File: config.mk
export PLATFORM = sky130hd
export DESIGN_NAME = divp_vector_ctrl
export DESIGN_NICKNAME = d
export VERILOG_FILES = /design/src/verilog/divp_pkg.sv /design/src/verilog/divp_vector_ctrl.sv
export SDC_FILE = /design/constraint.sdc
export NUM_CORES = 1
export LEC_CHECK = 0
export BUFFER_PORTS_ARGS = -buffer_cell sky130_fd_sc_hd__buf_2
export CAP_MARGIN = 0
export CORE_MARGIN = 2
export CORE_UTILIZATION = 55
export DETAILED_ROUTE_END_ITERATION = 8
export MAX_ROUTING_LAYER = met4
export PLACE_DENSITY = 0.89
export SETUP_SLACK_MARGIN = 0.05
export SLEW_MARGIN = 20
export SYNTH_ARGS = -nofsm -noshare
export SYNTH_HDL_FRONTEND = slang
export SYNTH_SLANG_ARGS = --single-unit
File: constraint.sdc
create_clock -name clk -period 8.7 [get_ports clk]
set_input_delay 1.74 -clock clk [delete_from_list [all_inputs] [get_ports clk]]
set_output_delay 1.74 -clock clk [all_outputs]
set_load 0.01 [all_outputs]
File: src/verilog/divp_pkg.sv
// Purpose: shared constants for the interrupt vector and priority block
// Assumes: 32 interrupt numbers, 8-byte vector slots, 24-bit vector page pointers
// Notes:   lower priority number means more urgent
package divp_pkg;

    localparam int unsigned NUM_IRQ    = 32;
    localparam int unsigned NUM_W      = 5;
    localparam int unsigned PRIO_W     = 5;
    localparam int unsigned PAGE_W     = 24;
    localparam int unsigned ADDR_W     = 32;
    localparam int unsigned OFFSET_W   = 8;
    localparam int unsigned SLOT_SHIFT = 3;

    // interrupt numbers with fixed roles
    localparam logic [4:0] NUM_RESET    = 5'h00;
    localparam logic [4:0] NUM_NMI      = 5'h01;
    localparam logic [4:0] NUM_EXT0     = 5'h02;
    localparam logic [4:0] NUM_EXT1     = 5'h03;
    localparam logic [4:0] NUM_PROGRAMMABLE_TX_IRQ_ZERO    = 5'h05;
    localparam logic [4:0] NUM_PROGRAMMABLE_RX_IRQ_ONE    = 5'h07;
    localparam logic [4:0] NUM_PROGRAMMABLE_TX_IRQ_TWO    = 5'h09;
    localparam logic [4:0] NUM_PROGRAMMABLE_RX_IRQ_THREE    = 5'h0B;
    localparam logic [4:0] NUM_WAKE_RTC = 5'h12;
    localparam logic [4:0] NUM_OS       = 5'h1A;

    // interrupts 16..23 take the high page pointer
    localparam logic [1:0] HIGH_PAGE_SEL = 2'h2;

    // serial-port mode field encodings
    localparam logic [1:0] SPMODE_CARD  = 2'h0;
    localparam logic [1:0] SPMODE_AUDIO = 2'h1;

    // reset values
    localparam logic [31:0] FLAGS_RST    = 32'h0000_0001;
    localparam logic [31:0] TRAP_RST     = 32'h0000_0000;
    localparam logic [31:0] NONMASK_BITS = 32'h0000_0001;

    // priority of each interrupt number; slots 12 and 13 are software only
    localparam logic [4:0] PRIO_TABLE [0:31] = '{
        5'h00, 5'h01, 5'h03, 5'h05, 5'h06, 5'h07, 5'h09, 5'h0A,
        5'h0B, 5'h0D, 5'h0E, 5'h0F, 5'h1A, 5'h1A, 5'h15, 5'h16,
        5'h04, 5'h08, 5'h0C, 5'h10, 5'h13, 5'h14, 5'h17, 5'h18,
        5'h02, 5'h19, 5'h1A, 5'h0E, 5'h0F, 5'h10, 5'h11, 5'h12
    };

    typedef enum logic [1:0] {
        DIVP_IDLE  = 2'b00,
        DIVP_OFFER = 2'b01
    } divp_state_t;

endpackage

File: src/verilog/divp_vector_ctrl.sv
// Purpose: latch interrupt events, pick the most urgent one and present its vector
// Assumes: peripheral sources and software ports run on clk; external pins are async
// Notes:   one vector is offered at a time and held until the core acknowledges it
//
// Notes on behaviour
// - the reset vector sits at offset zero with priority zero and is raised by any reset
// - the non-maskable request is held inactive so no hardware event takes its slot
// - software trap one may use the offset 0x8 slot of the non-maskable interrupt
// - each relative byte offset is eight times the interrupt number, 0x0 up to 0xF8
// - numbers 0-15 and 24-31 add their offset to the low page pointer
// - numbers 16-23 add their offset to the high page pointer
// - external user irq zero goes to 0x10 at priority 3 and irq one to 0x18 at priority 5
// - programmable transmit zero, audio port zero transmit or card zero, goes to 0x28 prio 7
// - programmable receive one, audio port zero receive or card zero sdio, goes to 0x38 prio 10
// - programmable transmit two, audio port one transmit or card one, goes to 0x48 prio 13
// - programmable receive three, audio port one receive or card one sdio, goes to 0x58 prio 15
// - the wake-up pin and the real-time clock share one interrupt at 0x90, priority 12
// - the os kernel interrupt goes to 0xD0 at priority 26, the least urgent level
// - each programmable irq follows the card port for mode 00 and the audio port for mode 01
// - writing a one to a pending flag bit clears that flag, unless an event sets it in the same cycle
`timescale 1ns/100ps

module divp_vector_ctrl (
    // clock and reset
    input  wire logic        clk,
    input  wire logic        resetn,
    // external pins, asynchronous
    input  wire logic        ext_user_irq_zero_pin,
    input  wire logic        ext_user_irq_one_pin,
    input  wire logic        wakeup_pin,
    // peripheral sources, on clk
    input  wire logic        timer_aggregate_irq,
    input  wire logic        uart_irq,
    input  wire logic        dma_aggregate_irq,
    input  wire logic        audio0_tx_irq,
    input  wire logic        audio0_rx_irq,
    input  wire logic        card0_irq,
    input  wire logic        card0_sdio_irq,
    input  wire logic        audio1_tx_irq,
    input  wire logic        audio1_rx_irq,
    input  wire logic        card1_irq,
    input  wire logic        card1_sdio_irq,
    input  wire logic        audio2_tx_irq,
    input  wire logic        audio2_rx_irq,
    input  wire logic        audio3_tx_irq,
    input  wire logic        audio3_rx_irq,
    input  wire logic        rtc_irq,
    input  wire logic        spi_irq,
    input  wire logic        usb_irq,
    input  wire logic        gpio_aggregate_irq,
    input  wire logic        emif_error_irq,
    input  wire logic        i2c_irq,
    input  wire logic        bus_fault_irq,
    input  wire logic        data_logging_irq,
    input  wire logic        os_kernel_irq,
    // configuration from software
    input  wire logic [1:0]  serial_port_zero_select,
    input  wire logic [1:0]  serial_port_one_select,
    input  wire logic [31:0] irq_enable_mask,
    input  wire logic [23:0] vector_base_low_page,
    input  wire logic [23:0] vector_base_high_page,
    // software flag clear, write one to clear
    input  wire logic        flag_clear_wr,
    input  wire logic [31:0] flag_clear_data,
    // software reset and traps
    input  wire logic        soft_reset,
    input  wire logic        trap_req,
    input  wire logic [4:0]  trap_num,
    // vector fetch side
    input  wire logic        vector_ack,
    output logic             vector_req,
    output logic [31:0]      vector_addr_q,
    output logic [4:0]       vector_num_q,
    output logic [4:0]       vector_prio_q,
    // status
    output logic [31:0]      irq_pending_flags
);

    // relative byte offset of a vector slot
    function automatic logic [7:0] vec_offset(input logic [4:0] num);
        vec_offset = {num, 3'b000};
    endfunction

    // absolute vector address from the page pointer chosen by number
    function automatic logic [31:0] vec_address(input logic [4:0]  num,
                                                input logic [23:0] low_page,
                                                input logic [23:0] high_page);
        logic [23:0] page;
        page = (num[4:3] == divp_pkg::HIGH_PAGE_SEL) ? high_page : low_page;
        vec_address = {page, 8'h00} + {24'h00_0000, vec_offset(num)};
    endfunction

    // source selected by a serial-port mode field
    function automatic logic mode_pick(input logic [1:0] mode,
                                       input logic       card_src,
                                       input logic       audio_src);
        mode_pick = (mode == divp_pkg::SPMODE_CARD)  ? card_src :
                    (mode == divp_pkg::SPMODE_AUDIO) ? audio_src : 1'b0;
    endfunction

    // most urgent request; strict compare gives the lower number on a tie
    function automatic logic [5:0] pick_best(input logic [31:0] req);
        logic       found;
        logic [4:0] best_n;
        logic [4:0] best_p;
        found  = 1'b0;
        best_n = 5'h00;
        best_p = 5'h1F;
        for (int i = 0; i < 32; i++) begin
            if (req[i] && (!found || divp_pkg::PRIO_TABLE[i] < best_p)) begin
                found  = 1'b1;
                best_n = 5'(i);
                best_p = divp_pkg::PRIO_TABLE[i];
            end
        end
        pick_best = {found, best_n};
    endfunction

    // synchronisers for the async pins
    logic [2:0]  pin_sync1_q;
    logic [2:0]  pin_sync2_q;
    logic [31:0] hw_prev_q;
    logic [31:0] flags_q;
    logic [31:0] flags_d;
    logic [31:0] trap_q;
    logic [31:0] trap_d;
    divp_pkg::divp_state_t state_q;
    divp_pkg::divp_state_t state_d;
    logic [31:0] vec_addr_d;
    logic [4:0]  vec_num_d;
    logic [4:0]  vec_prio_d;

    wire logic [31:0] hw_level;
    wire logic [31:0] hw_set;
    wire logic [31:0] reset_set;
    wire logic [31:0] sw_clear;
    wire logic [31:0] ack_clear;
    wire logic [31:0] trap_set;
    wire logic [31:0] candidates;
    wire logic [5:0]  best;
    wire logic        best_found;
    wire logic [4:0]  best_num;
    wire logic        take;
    wire logic        retire;

    // programmable irqs and the wake-up/clock merge, by source
    wire logic        programmable_tx_irq_zero;
    wire logic        programmable_rx_irq_one;
    wire logic        programmable_tx_irq_two;
    wire logic        programmable_rx_irq_three;
    wire logic        wake_or_clock_irq;
    wire logic [31:0] enabled_flags;
    wire logic [4:0]  best_prio;
    wire logic [31:0] best_addr;

    // modes 10 and 11 connect no source, so the slot stays quiet
    assign programmable_tx_irq_zero  = mode_pick(serial_port_zero_select, card0_irq,
                                                 audio0_tx_irq);
    assign programmable_rx_irq_one   = mode_pick(serial_port_zero_select, card0_sdio_irq,
                                                 audio0_rx_irq);
    assign programmable_tx_irq_two   = mode_pick(serial_port_one_select, card1_irq,
                                                 audio1_tx_irq);
    assign programmable_rx_irq_three = mode_pick(serial_port_one_select, card1_sdio_irq,
                                                 audio1_rx_irq);
    assign wake_or_clock_irq         = pin_sync2_q[2] | rtc_irq;

    // interrupt number to source mapping
    assign hw_level[0]  = 1'b0;
    assign hw_level[1]  = 1'b0;
    assign hw_level[2]  = pin_sync2_q[0];
    assign hw_level[3]  = pin_sync2_q[1];
    assign hw_level[4]  = timer_aggregate_irq;
    assign hw_level[5]  = programmable_tx_irq_zero;
    assign hw_level[6]  = uart_irq;
    assign hw_level[7]  = programmable_rx_irq_one;
    assign hw_level[8]  = dma_aggregate_irq;
    assign hw_level[9]  = programmable_tx_irq_two;
    // slots 10, 12, 13 and 27 up have no hardware source and are reached by traps only
    assign hw_level[10] = 1'b0;
    assign hw_level[11] = programmable_rx_irq_three;
    assign hw_level[12] = 1'b0;
    assign hw_level[13] = 1'b0;
    assign hw_level[14] = audio2_tx_irq;
    assign hw_level[15] = audio2_rx_irq;
    assign hw_level[16] = audio3_tx_irq;
    assign hw_level[17] = audio3_rx_irq;
    assign hw_level[18] = wake_or_clock_irq;
    assign hw_level[19] = spi_irq;
    assign hw_level[20] = usb_irq;
    assign hw_level[21] = gpio_aggregate_irq;
    assign hw_level[22] = emif_error_irq;
    assign hw_level[23] = i2c_irq;
    assign hw_level[24] = bus_fault_irq;
    assign hw_level[25] = data_logging_irq;
    assign hw_level[26] = os_kernel_irq;
    assign hw_level[31:27] = 5'h00;

    // sources are flagged on their rising edge so a held line raises one request
    assign hw_set    = hw_level & ~hw_prev_q;
    assign reset_set = soft_reset ? divp_pkg::FLAGS_RST : 32'h0000_0000;
    assign sw_clear  = flag_clear_wr ? flag_clear_data : 32'h0000_0000;
    assign trap_set  = trap_req ? (32'h0000_0001 << trap_num) : 32'h0000_0000;
    // the ack retires the offered number in both the flag set and the trap set
    assign retire    = (state_q == divp_pkg::DIVP_OFFER) && vector_ack;
    assign ack_clear = retire ? (32'h0000_0001 << vector_num_q) : 32'h0000_0000;

    // set wins over clear so an event in the clearing cycle is kept
    assign flags_d = (flags_q & ~(sw_clear | ack_clear)) | hw_set | reset_set;
    assign trap_d  = (trap_q & ~ack_clear) | trap_set;

    // traps and the reset slot ignore the enable mask
    // bit 0 is never masked: the reset slot must always reach the core
    assign enabled_flags = flags_q & (irq_enable_mask | divp_pkg::NONMASK_BITS);
    assign candidates = enabled_flags | trap_q;
    assign best       = pick_best(candidates);
    assign best_found = best[5];
    assign best_num   = best[4:0];
    assign take       = (state_q == divp_pkg::DIVP_IDLE) && best_found;

    // a vector stays offered until acknowledged; flags settle before the next pick
    always_comb begin
        state_d = state_q;
        unique case (state_q)
            divp_pkg::DIVP_IDLE: begin
                if (take) begin
                    state_d = divp_pkg::DIVP_OFFER;
                end
            end
            divp_pkg::DIVP_OFFER: begin
                if (vector_ack) begin
                    state_d = divp_pkg::DIVP_IDLE;
                end
            end
        endcase
    end

    // the offer is latched at take time, so later pointer writes do not move it
    assign best_prio  = divp_pkg::PRIO_TABLE[best_num];
    assign best_addr  = vec_address(best_num, vector_base_low_page,
                                    vector_base_high_page);
    assign vec_num_d  = take ? best_num : vector_num_q;
    assign vec_prio_d = take ? best_prio : vector_prio_q;
    assign vec_addr_d = take ? best_addr : vector_addr_q;

    // only the second stage is read; the first may still be settling
    always_ff @(posedge clk) begin
        pin_sync1_q <= {wakeup_pin, ext_user_irq_one_pin, ext_user_irq_zero_pin};
        pin_sync2_q <= pin_sync1_q;
    end

    // edge detectors start low, so a source already high at release flags at once
    always_ff @(posedge clk) begin
        if (!resetn) begin
            hw_prev_q <= 32'h0000_0000;
        end else begin
            hw_prev_q <= hw_level;
        end
    end

    // reset raises the reset slot so the core always fetches vector zero first
    always_ff @(posedge clk) begin
        if (!resetn) begin
            flags_q <= divp_pkg::FLAGS_RST;
        end else begin
            flags_q <= flags_d;
        end
    end

    always_ff @(posedge clk) begin
        if (!resetn) begin
            trap_q <= divp_pkg::TRAP_RST;
        end else begin
            trap_q <= trap_d;
        end
    end

    always_ff @(posedge clk) begin
        if (!resetn) begin
            state_q <= divp_pkg::DIVP_IDLE;
        end else begin
            state_q <= state_d;
        end
    end

    always_ff @(posedge clk) begin
        if (!resetn) begin
            vector_addr_q <= 32'h0000_0000;
            vector_num_q  <= 5'h00;
            vector_prio_q <= 5'h00;
        end else begin
            vector_addr_q <= vec_addr_d;
            vector_num_q  <= vec_num_d;
            vector_prio_q <= vec_prio_d;
        end
    end

    assign vector_req        = (state_q == divp_pkg::DIVP_OFFER);
    assign irq_pending_flags = flags_q;

endmodule // divp_vector_ctrl
==> flow_summary.ini <==
[finish]
num-fill-cells = 950
seqCellArea_sq_um = 2542
layout_area_growth_over_synthesis_pct = 25.67
diodes_inserted = 0
drive_above_1_share = 0.2611
multi_input_comb_area_sq_um = 3820
layout.cell_area.non_filler_sq_um = 8325
final_net_count = 1183

[routing]
route.final.wire_length_microns = 23020
route.antenna.remaining_nets = 0
drt-vias-per-instance = 6.277
drtIter0Drc = 902
firstDrtPassIters = 6
drc = 0
avgRoutedWirePerCell_microns = 19.49
route.vias.total = 7413

[sta]
setup_violations = 0
layout_setup_ws_ns = 2.490
min_period_over_period = 0.7137
hold_ws_ns = 0.3251
timing.clock.skew_ns = 0.007993
rsz0062_at_grt = false
fmax_mhz = 161.0
totalNegativeSetupSlack_ns = 0
max_slew_violation_count = 0
timing.max_slew.rel_slack = 0.3780
least_margin_pin_slew_ns = 0.9311
hold_viol = 0
post-route-min-period_ns = 6.210

[critical_path]
setup.worst_path.start_class = input port
setup.worst_path.end_class = register
r2r.worst_path.cells = 12
worst_path_cell_chain = buf_2 > a21oi_1 > nand3_1 > nor4_4 > nand4_2 > nor2_1 > a22oi_1 > a211o_1 > o21ai_2 > nor4b_4 > nand3_2 > mux2i_1 > a211oi_1
reg2reg_from = irq_pending_flags[8]
setup.worst_path.end = vector_addr_q[15]
crit_path_category = input port to register
maximum_net_fanout_on_the_critical_path = 24
cp_data_arrival_time_ns = 6.48
cp_max_stage_cell = sky130_fd_sc_hd__nor4_4
critical-path-max-stage-delay_ns = 0.70
worstPathRequired_ns = 8.97
cp-startpoint = irq_enable_mask[8]
rr_endpoint = vector_addr_q[15]
reg2reg_setup_slack_ns = 3.53

[cts]
tritoncts.num_buffers = 17
cts_setup_buffers = 0
tritoncts = built
cts-htree-levels = 4
clkSinkCount = 127
clk_transition_reported_paths_ns = 0.05
clock-root-buffer = sky130_fd_sc_hd__clkbuf_16
cts.hold.buffers_added = 0
max-clock-path-buffers = 2
cts_resized = 0
clkLatencyLatePin_ns = 0.42

[power]
clock_power_share = 0.441
worst_ir_drop_vdd_mv = 0.1514
power_frac_comb = 0.153
switching_power_share_of_the_total = 0.2764
power-per-cell-area_nw_per_um2 = 188.4
power.internal_mw = 1.135
total_power_mw = 1.569
power_leakage_nw = 3.890
netSwitchingPower_mw = 0.4335
seq_power_share = 0.406

[floorplanning]
rows = 40
start_util = 0.5585
die_height_microns = 113.8
width_of_the_chip_microns = 113.8
floorplan.die_area_sq_um = 12940
std_cell_core_area_sq_um = 11860
ioPinCount = 229

[place]
dpl-instance-area_sq_um = 7761
place_worst_setup_slack_ns = 2.259
gp_congestion = 0.9934
port_buffers = 224
dp_hpwl_microns = 17230

[min_path]
holdCritPathClass = register to register

[logic_synthesis]
synth_enable_flop_cells = 0
yosys.area_share.adder = 0.01322
synthesis.area_sq_um = 6625
synth_compound_gate_area_share = 0.2699
synth_largest_area_cell = sky130_fd_sc_hd__dfxtp_1
synth_cell_types = 73
post-synth-top-area-fraction = 0.3838
synthSimpleGateAreaFrac = 0.2457
synth_xor_xnor_area_share = 0
mux_contribution_to_synthesized_area = 0.04381
syn-mean-instance-area_sq_um = 8.089
synth_seq_cells = 127
synth_top_family_by_area = compound AO/OA/AOI/OAI gates
ys_seq_area_frac = 0.3838
synth.area.top_cells = sky130_fd_sc_hd__dfxtp_1 (38%), sky130_fd_sc_hd__nor2_1 (5.9%), sky130_fd_sc_hd__nand2_1 (5.9%)
synth_async_sr_flop_share = 0
synthesis.instances = 819
synth_ff_type = sky130_fd_sc_hd__dfxtp_1
yosys_warnings = 0

[flow_run]
drv.max_cap_violation_count = 0

[grt]
antenna_found_initial = 0
number_of_global_route_vias_before_repair = 6803
grt-ovfl-total = 0
grt_util_all_layers = 0.3653
grt_start_max_net_pins = 64
grt_pass1_wl_microns = 35710

[run_status]
run_status = finished clean
## critical path, delay by kind of cell
kind                   cells  cell delay, ns
muxes                      1            0.47
and+or+nand+nor            6            2.75
buffers and inverters      1            0.10
AOI/OAI and AO/OA          5            1.39
## through the flow
stage | util | instances
after global routing | 0.7019 | 1181
after CTS | 0.7019 | 1181
final | 0.7019 | 1181
after global placement | 0.6543 | 1150
after floorplan | - | 821
after detailed placement | 0.6543 | 1150
## cell type report
| cell class | count | area share |
|---|---|---|
| multi-input combinational | 629 | 0.4588 |
| clock inverter | 9 | 0.01323 |
| inverter | 21 | 0.009468 |
| clock buffer | 22 | 0.05455 |
| sequential | 127 | 0.3054 |
| timing repair buffer | 226 | 0.1365 |
| tap | 147 | 0.02209 |
## cell families after synthesis
| logic type | after synthesis |
|---|---|
| adders and majority gates | 7 |
| muxes | 29 |
| AOI/OAI and AO/OA | 255 |
| DFF | 127 |
| other | 1 |
| and+or+nand+nor | 335 |
| buffers and inverters | 65 |
## Yosys cell counts, types with 8 or more instances
library cell / instances
sky130_fd_sc_hd__nand3_1: 17
sky130_fd_sc_hd__nand2_1: 104
sky130_fd_sc_hd__and2_1: 20
sky130_fd_sc_hd__dfxtp_1: 127
sky130_fd_sc_hd__nand4_1: 8
sky130_fd_sc_hd__a32oi_1: 17
sky130_fd_sc_hd__inv_1: 21
sky130_fd_sc_hd__nor2_1: 105
sky130_fd_sc_hd__a22oi_1: 21
sky130_fd_sc_hd__a21oi_1: 61
sky130_fd_sc_hd__o21ai_0: 29
sky130_fd_sc_hd__mux2i_1: 29
sky130_fd_sc_hd__o31ai_1: 13
sky130_fd_sc_hd__a221oi_1: 10
sky130_fd_sc_hd__buf_4: 8
sky130_fd_sc_hd__a31oi_1: 9
sky130_fd_sc_hd__nor3_1: 17
sky130_fd_sc_hd__nand2b_1: 14
sky130_fd_sc_hd__a21o_1: 16
sky130_fd_sc_hd__nor2b_1: 12
sky130_fd_sc_hd__a211oi_1: 33
sky130_fd_sc_hd__clkbuf_1: 31
## how the worst min path moves through the flow
stage / cells past startpoint / endpoint / from
floorplan: 0 / pin_sync2_q[0] / pin_sync1_q[0]
global placement: 0 / pin_sync2_q[2] / pin_sync1_q[2]
detailed placement: 0 / pin_sync2_q[0] / pin_sync1_q[0]
CTS: 0 / pin_sync2_q[0] / pin_sync1_q[0]
global route: 0 / pin_sync2_q[0] / pin_sync1_q[0]
finish: 0 / pin_sync2_q[0] / pin_sync1_q[0]
## registers in the layout, summed over array words and instances (netlist names)
signal,count
hw_prev_q,22
irq_pending_flags,32
pin_sync1_q,3
pin_sync2_q,3
state_q,1
trap_q,32
vector_addr_q,25
vector_num_q,4
vector_prio_q,5
## layout by cell type (no fill, tap or decap), types with 3 or more instances in the layout
cell                           n
sky130_fd_sc_hd__buf_2       224
sky130_fd_sc_hd__dfxtp_1     127
sky130_fd_sc_hd__nor2_1      105
sky130_fd_sc_hd__nand2_1     104
sky130_fd_sc_hd__a21oi_1      61
sky130_fd_sc_hd__a211oi_1     33
sky130_fd_sc_hd__o21ai_0      29
sky130_fd_sc_hd__mux2i_1      29
sky130_fd_sc_hd__a22oi_1      21
sky130_fd_sc_hd__and2_1       20
sky130_fd_sc_hd__inv_1        20
sky130_fd_sc_hd__nor3_1       17
sky130_fd_sc_hd__nand3_1      17
sky130_fd_sc_hd__a32oi_1      17
sky130_fd_sc_hd__clkbuf_16    17
sky130_fd_sc_hd__a21o_1       16
sky130_fd_sc_hd__nand2b_1     14
sky130_fd_sc_hd__o31ai_1      13
sky130_fd_sc_hd__nor2b_1      12
sky130_fd_sc_hd__a221oi_1     10
sky130_fd_sc_hd__nand4_1       8
sky130_fd_sc_hd__a31oi_1       8
sky130_fd_sc_hd__o2111ai_1     7
sky130_fd_sc_hd__ha_1          7
sky130_fd_sc_hd__nor4_1        6
sky130_fd_sc_hd__or3_1         6
sky130_fd_sc_hd__o211ai_1      6
sky130_fd_sc_hd__and4_1        4
sky130_fd_sc_hd__o21ai_1       4
sky130_fd_sc_hd__clkbuf_1      4
sky130_fd_sc_hd__nand3_2       3
sky130_fd_sc_hd__a311o_1       3
sky130_fd_sc_hd__a211o_1       3
sky130_fd_sc_hd__nor3b_1       3
sky130_fd_sc_hd__conb_1        3
sky130_fd_sc_hd__clkinvlp_4    3
## power by group through the flow
stage / sequential [mW] / clock, mW / combinational, mW
floorplan: 0.651 / 0 / 0.130
global placement: 0.646 / 0 / 0.231
detailed placement: 0.647 / 0 / 0.234
CTS: 0.635 / 0.693 / 0.235
global route: 0.639 / 0.724 / 0.260
finish: 0.637 / 0.692 / 0.240
## routing by layer
layer	wire length, microns	share of wire	global-route usage
met3	2323	0.10	0.08502
met5	0	0	-
met1	9449	0.41	0.4806
met2	10470	0.45	0.5469
met4	772	0.034	0.1447
(Power assumes the default switching activity.)
